## src/common/adc_port_pkg.sv

```systemverilog
package adc_port_pkg;

    localparam int unsigned CLK_PERIOD_NS = 50;
    localparam int unsigned WORD_W = 16;
    localparam int unsigned BYTE_W = 8;

    // Convert pulse must last at least this long
    localparam int unsigned CONVERT_PULSE_NS = 40;
    localparam int unsigned CONVERT_PULSE_CYC =
        (CONVERT_PULSE_NS + CLK_PERIOD_NS - 1) / CLK_PERIOD_NS;

    // Busy-low period, longest
    localparam int unsigned CONV_MAX_NS = 2000;
    localparam int unsigned CONV_CYC = CONV_MAX_NS / CLK_PERIOD_NS;

    // Result settles ahead of busy release
    localparam int unsigned DATA_LEAD_NS = 35;
    localparam int unsigned DATA_LEAD_CYC =
        (DATA_LEAD_NS + CLK_PERIOD_NS - 1) / CLK_PERIOD_NS;

    // Previous result stays valid this long after a start
    localparam int unsigned HOLD_OLD_NS = 1500;
    localparam int unsigned HOLD_OLD_CYC =
        (HOLD_OLD_NS + CLK_PERIOD_NS - 1) / CLK_PERIOD_NS;

    localparam logic [15:0] RESULT_RESET = 16'h0000;
    localparam logic [15:0] CODE_POS_FS = 16'h7fff;
    localparam logic [15:0] CODE_NEG_FS = 16'h8000;

endpackage

```

## src/common/sample_if.sv

```systemverilog
`timescale 1ns/1ps
`default_nettype none
// Link between the control port and the sampler
interface sample_if;
    logic hold;
    logic [15:0] sample;
    modport ctrl (output hold, input sample);
    modport sampler (input hold, output sample);
endinterface
`default_nettype wire

```

## src/logic/sample_hold.sv

```systemverilog
`timescale 1ns/1ps
`default_nettype none
module sample_hold (
    input wire logic ref_clk,
    input wire logic rst_b,
    input wire logic clk_en,
    input wire logic [15:0] analog_code,
    sample_if.sampler sh
);
    logic [15:0] held;
    logic [15:0] next_held;

    // Track while not holding, freeze while converting
    always_comb begin
        next_held = sh.hold ? held : analog_code;
    end

    always_ff @(posedge ref_clk or negedge rst_b) begin
        if (!rst_b) begin
            held <= adc_port_pkg::RESULT_RESET;
        end else if (clk_en) begin
            held <= next_held;
        end
    end

    assign sh.sample = held;
endmodule
`default_nettype wire

```

## src/logic/adc_conv_port.sv

```systemverilog
`timescale 1ns/1ps
`default_nettype none
module adc_conv_port #(
    parameter int unsigned CONV_CYCLES = adc_port_pkg::CONV_CYC,
    parameter int unsigned OLD_CYCLES = adc_port_pkg::HOLD_OLD_CYC
) (
    input wire logic ref_clk,
    input wire logic rst_b,
    input wire logic clk_en,
    input wire logic select_b,
    input wire logic read_conv,
    input wire logic byte_sel,
    input wire logic word_mode,
    input wire logic [15:0] analog_code,
    output logic busy_b,
    output logic [15:0] result_out,
    output logic [15:0] result_oe_b,
    output logic sampler_hold
);
    ////////////////////////////////////////////////////////////////////
    // Pin synchronisers
    logic [2:0] pin_meta;
    logic [2:0] pin_sync;
    logic sel_low;
    logic rc_low;
    logic bsel;

    always_ff @(posedge ref_clk or negedge rst_b) begin
        if (!rst_b) begin
            pin_meta <= 3'h3;
            pin_sync <= 3'h3;
        end else if (clk_en) begin
            pin_meta <= {byte_sel, read_conv, select_b};
            pin_sync <= pin_meta;
        end
    end

    assign sel_low = !pin_sync[0];
    assign rc_low = !pin_sync[1];
    assign bsel = pin_sync[2];

    ////////////////////////////////////////////////////////////////////
    // Conversion sequencer
    typedef enum logic [2:0] {
        ST_IDLE = 3'h1,
        ST_CONV = 3'h2,
        ST_DONE = 3'h4
    } conv_state_e;

    conv_state_e state;
    conv_state_e next_state;
    logic [15:0] cnt;
    logic [15:0] next_cnt;
    logic [15:0] result;
    logic [15:0] next_result;
    logic [15:0] old_cnt;
    logic [15:0] next_old_cnt;
    logic start_lvl;
    logic start_prev;
    logic next_start_prev;
    logic start;

    // the bus is registered behind the result
    // so the store comes one edge plus the data lead before busy rises
    localparam logic [15:0] STORE_AT =
        16'(CONV_CYCLES - 2 - adc_port_pkg::DATA_LEAD_CYC);

    sample_if sh ();

    sample_hold u_sh (
        .ref_clk(ref_clk),
        .rst_b(rst_b),
        .clk_en(clk_en),
        .analog_code(analog_code),
        .sh(sh)
    );

    assign start_lvl = sel_low && rc_low;
    // start on entry to joint low
    assign start = start_lvl && !start_prev && (state == ST_IDLE);

    always_comb begin
        next_state = state;
        next_cnt = cnt;
        next_result = result;
        next_start_prev = start_lvl;
        next_old_cnt = (old_cnt != 16'h0000) ? old_cnt - 16'h0001 : old_cnt;
        case (state)
            ST_IDLE: begin
                if (start) begin
                    next_state = ST_CONV;
                    next_cnt = 16'h0000;
                    next_old_cnt = OLD_CYCLES[15:0];
                end
            end
            ST_CONV: begin
                next_cnt = cnt + 16'h0001;
                // store early enough for the bus to settle
                if (cnt == STORE_AT) begin
                    next_result = sh.sample;
                end
                if (cnt == CONV_CYCLES[15:0] - 16'h0001) begin
                    next_state = ST_DONE;
                end
            end
            ST_DONE: begin
                next_state = ST_IDLE;
            end
            default: begin
                next_state = ST_IDLE;
            end
        endcase
    end

    always_ff @(posedge ref_clk or negedge rst_b) begin
        if (!rst_b) begin
            state <= ST_IDLE;
            cnt <= 16'h0000;
            result <= adc_port_pkg::RESULT_RESET;
            old_cnt <= 16'h0000;
            start_prev <= 1'b0;
        end else if (clk_en) begin
            state <= next_state;
            cnt <= next_cnt;
            result <= next_result;
            old_cnt <= next_old_cnt;
            start_prev <= next_start_prev;
        end
    end

    assign busy_b = (state != ST_CONV);
    assign sh.hold = (state == ST_CONV);
    assign sampler_hold = sh.hold;

    ////////////////////////////////////////////////////////////////////
    // Output bus
    logic drive;
    logic [15:0] next_out;
    logic [15:0] next_oe_b;
    logic [15:0] word;

    // drive only with convert high and select low
    // a start turns the bus off
    assign drive = sel_low && !rc_low;

    always_comb begin
        // twos complement, msb on top line
        word = result;
        next_out = word;
        next_oe_b = drive ? 16'h0000 : 16'hffff;
        if (!word_mode) begin
            next_out = {8'h00, bsel ? word[7:0] : word[15:8]};
            next_oe_b = drive ? 16'hff00 : 16'hffff;
        end
    end

    always_ff @(posedge ref_clk or negedge rst_b) begin
        if (!rst_b) begin
            result_out <= adc_port_pkg::RESULT_RESET;
            result_oe_b <= 16'hffff;
        end else if (clk_en) begin
            result_out <= next_out;
            result_oe_b <= next_oe_b;
        end
    end

    ////////////////////////////////////////////////////////////////////
    // Checks
    // Longest busy-low run, in clock cycles
    localparam int BUSY_MAX = int'(CONV_CYCLES);

    // old result kept while count runs
    a_old_result_kept: assert property (@(posedge ref_clk)
        disable iff (!rst_b)
        (clk_en && old_cnt != 16'h0000) |=> $stable(result))
        else $error("previous result changed too early");

    a_busy_bound: assert property (@(posedge ref_clk)
        disable iff (!rst_b)
        $fell(busy_b) |-> ##[1:BUSY_MAX] busy_b)
        else $error("busy held low too long");

    a_start_busy: assert property (@(posedge ref_clk)
        disable iff (!rst_b)
        (clk_en && start) |=> !busy_b)
        else $error("start did not lower busy");

    a_start_hold: assert property (@(posedge ref_clk)
        disable iff (!rst_b)
        (clk_en && start) |=> sampler_hold)
        else $error("start did not hold the sampler");

    a_sample_frozen: assert property (@(posedge ref_clk)
        disable iff (!rst_b)
        (clk_en && sampler_hold) |=> $stable(sh.sample))
        else $error("held sample moved during conversion");

    a_hold_tracks: assert property (@(posedge ref_clk)
        disable iff (!rst_b)
        busy_b |-> !sampler_hold)
        else $error("sampler held while not busy");

    // sampler follows the input when released
    a_sampler_follows: assert property (@(posedge ref_clk)
        disable iff (!rst_b)
        (clk_en && !sampler_hold) |=> sh.sample == $past(analog_code))
        else $error("sampler not tracking the input");

    // busy rise carries this conversion's sample
    a_busy_result: assert property (@(posedge ref_clk)
        disable iff (!rst_b)
        (clk_en && $rose(busy_b)) |-> result == sh.sample)
        else $error("result at busy rise is not the held sample");

    a_bus_off_sel: assert property (@(posedge ref_clk)
        disable iff (!rst_b)
        (clk_en && !sel_low) |=> result_oe_b == 16'hffff)
        else $error("bus driven with select high");

    a_idle_no_start: assert property (@(posedge ref_clk)
        disable iff (!rst_b)
        (clk_en && !sel_low && state == ST_IDLE) |=> busy_b)
        else $error("conversion started with select high");

    a_bus_on_read: assert property (@(posedge ref_clk)
        disable iff (!rst_b)
        (clk_en && drive && word_mode) |=> result_oe_b == 16'h0000)
        else $error("bus not driven in read");

    // convert low turns the bus off
    a_bus_off_conv: assert property (@(posedge ref_clk)
        disable iff (!rst_b)
        (clk_en && rc_low) |=> result_oe_b == 16'hffff)
        else $error("bus driven with convert low");

    // bus lags result by an edge, so result settles two early
    a_result_before: assert property (@(posedge ref_clk)
        disable iff (!rst_b)
        (clk_en && $rose(busy_b)) |->
            $stable(result) && $past(result) == $past(result, 2))
        else $error("result changed too close to busy rise");

    // word mode shows the stored result
    a_word_out: assert property (@(posedge ref_clk)
        disable iff (!rst_b)
        (clk_en && word_mode) |=> result_out == $past(result))
        else $error("word output differs from result");

    // select low gives the upper byte
    a_byte_lane: assert property (@(posedge ref_clk)
        disable iff (!rst_b)
        (clk_en && !word_mode && !bsel) |=>
            result_out[7:0] == $past(result[15:8]))
        else $error("wrong byte presented");

    // select high gives the lower byte
    a_low_byte: assert property (@(posedge ref_clk)
        disable iff (!rst_b)
        (clk_en && !word_mode && bsel) |=>
            result_out[7:0] == $past(result[7:0]))
        else $error("wrong lower byte presented");

    // byte mode drives the low lane only
    a_byte_oe: assert property (@(posedge ref_clk)
        disable iff (!rst_b)
        (clk_en && drive && !word_mode) |=>
            result_oe_b == 16'hff00 && result_out[15:8] == 8'h00)
        else $error("byte mode lane wrong");
endmodule
`default_nettype wire

```

## config.mk

```make
export PLATFORM = sky130hd
export DESIGN_NAME = adc_conv_port
export DESIGN_NICKNAME = d
export VERILOG_FILES = /design/src/common/adc_port_pkg.sv /design/src/common/sample_if.sv /design/src/logic/sample_hold.sv /design/src/logic/adc_conv_port.sv
export SDC_FILE = /design/constraint.sdc
export NUM_CORES = 1
export LEC_CHECK = 0
export BUFFER_PORTS_ARGS = -buffer_cell sky130_fd_sc_hd__buf_2
export CORE_MARGIN = 2
export CORE_UTILIZATION = 32
export CTS_CLUSTER_DIAMETER = 50
export DETAILED_ROUTE_END_ITERATION = 10
export GPL_TIMING_DRIVEN = 0
export SLEW_MARGIN = 30
export SYNTH_ARGS = -nofsm -noshare
export SYNTH_HDL_FRONTEND = slang
export SYNTH_SLANG_ARGS = --single-unit
```

## constraint.sdc

```tcl
create_clock -name ref_clk -period 1.7 [get_ports ref_clk]
set_input_delay 0 -clock ref_clk [delete_from_list [all_inputs] [get_ports ref_clk]]
set_output_delay 0 -clock ref_clk [all_outputs]
set_load 0.05 [all_outputs]
```

## Word level (Yosys, flattened, before mapping)

Cells that the tools add are included.

- Register bits after elaboration: 90
- Logic and storage cells: 40

- $add $sub $neg: 1
- Equal/unequal tests: 7
- Mux-type cells: 10
- Bitwise gates (word level): 1
- Reduce and logical (&&, ||, !) cells: 12

Operators by type and width:

| kind | number |
|---|---|
| two-way mux 16 bit | 4 |
| equality test 16 x 6 -> 1 bit (second input constant) | 2 |
| case mux 16 bit (2 select lines) | 1 |
| adder 16 x 1 -> 16 bit (second input constant) | 1 |
| two-way mux 8 bit | 2 |
| AND reduction 3 bit | 3 |
| two-way mux 3 bit | 2 |
| case mux 3 bit (2 select lines) | 1 |
| logical AND 1 bit | 4 |
| inequality test 2 bit (second input constant) | 2 |
| equality test 3 x 1 -> 1 bit (second input constant) | 1 |
| equality test 3 x 2 -> 1 bit (second input constant) | 1 |
| zero test 1 bit | 3 |
| inequality test 3 x 2 -> 1 bit (second input constant) | 1 |
| AND reduction 2 bit | 1 |
| nonzero test 2 bit | 1 |
| inverter 1 bit | 1 |

## Longest topological paths before layout

- Depth in word-level cells: 6
- Depth in mapped cells: 7
- Gate-level depth less buffers: 6

## Modules after synthesis

A second synthesis with hierarchy kept.

- Cells, all modules: 297
- Area, all modules: 3503.4 sq um

Modules (own cells, without submodules):

| module | times used | cells each | area each (sq um) | seq. area each (sq um) |
|---|---|---|---|---|
| adc_conv_port | 1 | 262 | 2840.2 | 1510.2 |
| sample_hold | 1 | 35 | 663.1 | 400.4 |

## Worst setup path after synthesis

OpenSTA, ideal clock, no wires.

- Path kind: reg2reg
- Start: register state[0]
- End: register result[10]
- Setup time: 0.125 ns
- Data arrival time: 2.166 ns
- Required time: 1.575 ns
- Path slack: -0.591 ns
- Stages on the path, launching flop included: 8
- Period minus slack after synthesis: 2.291 ns
- Cell sequence: dfstp_2 -> and2b_1 -> nand2_2 -> inv_1 -> nand3_1 -> nor2_2 -> buf_6 -> mux2_2

- Longest elaborated chain between the ends: 2

RTL lines:

| element | line | RTL |
|---|---|---|
| start: declaration | adc_conv_port.sv:50 | `conv_state_e state;` |
| start signal: assignment | adc_conv_port.sv:123 | `state <= next_state;` |
| equality test 3 x 2 -> 1 bit | - |  |
| via sampler_hold | adc_conv_port.sv:18 | `output logic sampler_hold` |
| AND reduction 3 bit (no source line) | - |  |
| end signal: assignment | adc_conv_port.sv:119 | `result <= adc_port_pkg::RESULT_RESET;` |
| end signal: assignment | adc_conv_port.sv:125 | `result <= next_result;` |
| end: declaration | adc_conv_port.sv:54 | `logic [15:0] result;` |

The timed path passes the listed nets, and every way through them passes these cells.
A chain may end at the register's enable or synchronous reset.

## Worst setup path in the final report

- Start: register state[0]
- End: register cnt[4]

- Longest elaborated chain between the ends: 4
- Elaborated cells on any way between the ends: 7

RTL lines:

| element | line | RTL |
|---|---|---|
| equality test 3 x 1 -> 1 bit | - |  |
| logical AND 1 bit | adc_conv_port.sv:80 | `assign start = start_lvl && !start_prev && (state == ST_IDLE);` |
| inequality test 2 bit (no source line) | - |  |
| AND reduction 3 bit (no source line) | - |  |
| end signal: assignment | adc_conv_port.sv:124 | `cnt <= next_cnt;` |
| end: declaration | adc_conv_port.sv:52 | `logic [15:0] cnt;` |

Several ways; a longest one is shown, not always the timed one.

==> qor.csv <==
stage;metric;value;unit
clocking;cts_tree;done;
timing;fin_crit_sh;105.4;%
floorplan;rows;37;
grt;antenna_found_initial;0;
setup_path;r2r_cells;5;
clocking;cts_buffers;9;
placement;routabilityCongestion;0.8133;
clocking;clkLatencyLatePin;350;ps
yosys;synth.distinct_cells;38;
grt;grt.busiest_layer;met2;
pwr;p_per_area;1044;nW/um2
grt;grt_util_met1;18.81;%
setup_path;crit_path_end_kind;flop;
floorplan;die_y;107.5;um
detailed_routing;via_per_inst;4.832;
floorplan;initial_core_util;33.08;%
detailed_routing;ant_nets;0;
layout;antenna_cells;0;
setup_path;cp_slowest_stage_delay;550;ps
setup_path;worstSetupStartpointType;flop;
grt;grt_pass1_wl;13450;um
detailed_routing;vias;2638;
timing;tightest_slew;576.1;ps
clocking;clockBufferDepth;2;
hold_path;hold_path.class;in -> async;
floorplan;die-area;11570;um2
layout;most-common-layout-cells;dfrtp_1 (66), buf_2 (55), buf_4 (33), mux2_2 (32), a21oi_1 (22);
timing;relSlewSlack;61.55;%
setup_path;required;1970;ps
setup_path;rrSetupSlack;-90;ps
yosys;synthesis.area;3431;um2
setup_path;worstReg2RegStart;state[0]$_DFFE_PN1P_;
floorplan;ios;57;
pwr;ir_drop;0.0006623;V
timing;hold_viol_final;0;
job;maxCapViolations;0;
detailed_routing;drt_iter0_drc;93;
yosys;synthCells;296;
floorplan;die_w;107.5;um
run_status;violations;negative setup slack;
grt;grt_max_degree;43;
timing;max_freq;558.1;MHz
timing;grt_setup_unrepaired;true;
timing;clock_skew;10.96;ps
detailed_routing;drc;0;
clocking;cts_num_sinks;76;
layout;fillers;1009;
layout;layout_commonest_cell;dfrtp_1;
grt;grt_overflow;0;
placement;dp.final_hpwl;5417;um
setup_path;worstSetupStartpoint;state[0]$_DFFE_PN1P_;
setup_path;path_cells;nor4b_4 > a21oi_4 > buf_6 > or4_4 > a21oi_2;
clocking;clk_pin_slew;90;ps
layout;fin_nets;430;
yosys;ys_warn_count;0;
timing;slew_viol_final;0;
timing;tns;-1458;ps
pwr;leakagePower;0.002063;uW
yosys;synth_seq_area_share;55.69;%
grt;grt_pass1_vias;2691;
placement;numPortBuffers;54;
timing;period_minus_slack;1792;ps
grt;use_met3;3.692;%
floorplan;core_area;10370;um2
yosys;ys_ff_latch;76;
layout;drive_above_1_share;45.37;%
clocking;cts_root_buffer;clkbuf_8;
setup_path;worstPathArrival;2060;ps
yosys;syn_avg_cell_area;11.59;um2
detailed_routing;wl;8223;um
clocking;h-tree-depth;3;
grt;use_met2;25.79;%
grt;grtUsageTotal;14.91;%
detailed_routing;first_pass_iters;4;
detailed_routing;detail_route.wl_per_cell;15.06;um
setup_path;critPathSlowestCell;dfstp_2;
timing;fin_ws;-91.95;ps
timing;hold_slack;129.6;ps
layout;postLayoutCoreUtil;45.22;%
run_status;status;finished with violations;
yosys;synth_nets;321;
layout;area_growth_syn_to_layout;36.69;%
timing;setup_viol;28;
setup_path;worstPathMaxFanout;7;
setup_path;path_class;reg -> reg;
setup_path;r2r_end;cnt[4]$_DFFE_PN0P_;
==> cell type report <==
type | instances | area, um2 | area share, %
clock buffers | 9 | 123.9 | 2.641
flip-flops and latches | 76 | 1914 | 40.82
plain buffers | 28 | 211.5 | 4.509
clock inverters | 7 | 105.1 | 2.241
repair buffers | 98 | 706.9 | 15.07
well taps | 136 | 170.2 | 3.629
inverters | 16 | 63.81 | 1.361
multi-input cells | 176 | 1394 | 29.72
==> state kept, by name, indices dropped and copies added (netlist names), 2 cells and up <==
name and cells:
pin_sync 3, result_out 16, result_oe_b 2, state 3, u_sh.sh.sample 16, result 16
cnt 16, pin_meta 3
==> synthesized netlist by cell type, drive strengths merged <==
cell,count,area (um2)
o32ai,1,8.760
nor2,16,65.06
a31oi,1,6.260
o221ai,1,8.760
o21a,1,7.510
nand2,9,36.29
nor4b,1,23.77
nand3,18,90.09
nor3,1,5.000
clkbuf,5,18.77
nor4bb,1,10.01
o21ai,15,75.07
ha,2,25.02
mux2,38,427.9
or4,11,82.58
dfstp,7,183.9
dfrtp,69,1727
nand2b,1,6.260
inv,16,60.06
nand4,4,25.02
or3,1,6.260
o22a,1,8.760
and2b,2,15.01
and3,1,6.260
nor2b,1,6.260
nor4,2,12.51
and4b,1,10.01
o31ai,11,82.58
and4,2,17.52
buf,23,158.9
a21oi,24,123.9
mux2i,9,90.09
==> worst max-delay path: cells and delay by family (launching register included) <==
family                 cells  cell delay [ps]
DFF                        1              550
and+or+nand+nor            2              750
buffers and inverters      1              150
AOI/OAI and AO/OA          2              260
==> what timing repair did <==
item                                    in CTS  in global routing
resized for setup                           25                 17
cloned                                       0                  1
pin swaps                                   27                  4
endpoints found under the setup margin      41                 40
buffers inserted                            20                  2
hold buffers                                20                  0
endpoints found under the hold margin       87                  0
==> report_power, final <==
part | switching [uW] | internal (uW)
clock network | 744 | 852
logic | 672 | 542
registers | 109 | 1980
total | 1520 | 3370
==> logic make-up after synthesis <==
| family | Yosys count | share of synthesized area [%] |
|---|---|---|
| adder cells (fa/ha/maj) | 2 | 0.7293 |
| AO/OA/AOI/OAI | 55 | 9.373 |
| flip-flops | 76 | 55.69 |
| buffers and inverters | 44 | 6.929 |
| multiplexers | 47 | 15.10 |
| AND/OR/NAND/NOR | 72 | 12.18 |
==> through the flow <==
stage	power [uW]	cell area, um2	worst slack (ps)	cells
6_report	4896	4690	-91.95	546
5_1_grt	5115	4690	-180.7	546
4_1_cts	4846	4593	-65.06	543
3_5_place_dp	3056	3923	-324.2	487
3_3_place_gp	3029	3900	-314.1	486
2_1_floorplan	2791	3460	-264.3	296
==> per-layer routing <==
layer	wire length [um]	share of wire (%)	up-vias
li1	-	-	1268
met3	270	3.3	12
met4	104	1.3	0
met5	0	0	-
met1	3695	45	1310
met2	4152	50	48
==> how the worst max path moves through the flow <==
stage | end | slack (ps) | cells past startpoint
after CTS | cnt[4]$_DFFE_PN0P_ | -70 | 5
after floorplan | result[10]$_DFFE_PN0P_ | -260 | 7
after global routing | cnt[9]$_DFFE_PN0P_ | -180 | 5
final | cnt[4]$_DFFE_PN0P_ | -90 | 5
after detailed placement | result[14]$_DFFE_PN0P_ | -320 | 5
after global placement | result[15]$_DFFE_PN0P_ | -310 | 5
(Power assumes the default switching activity.)
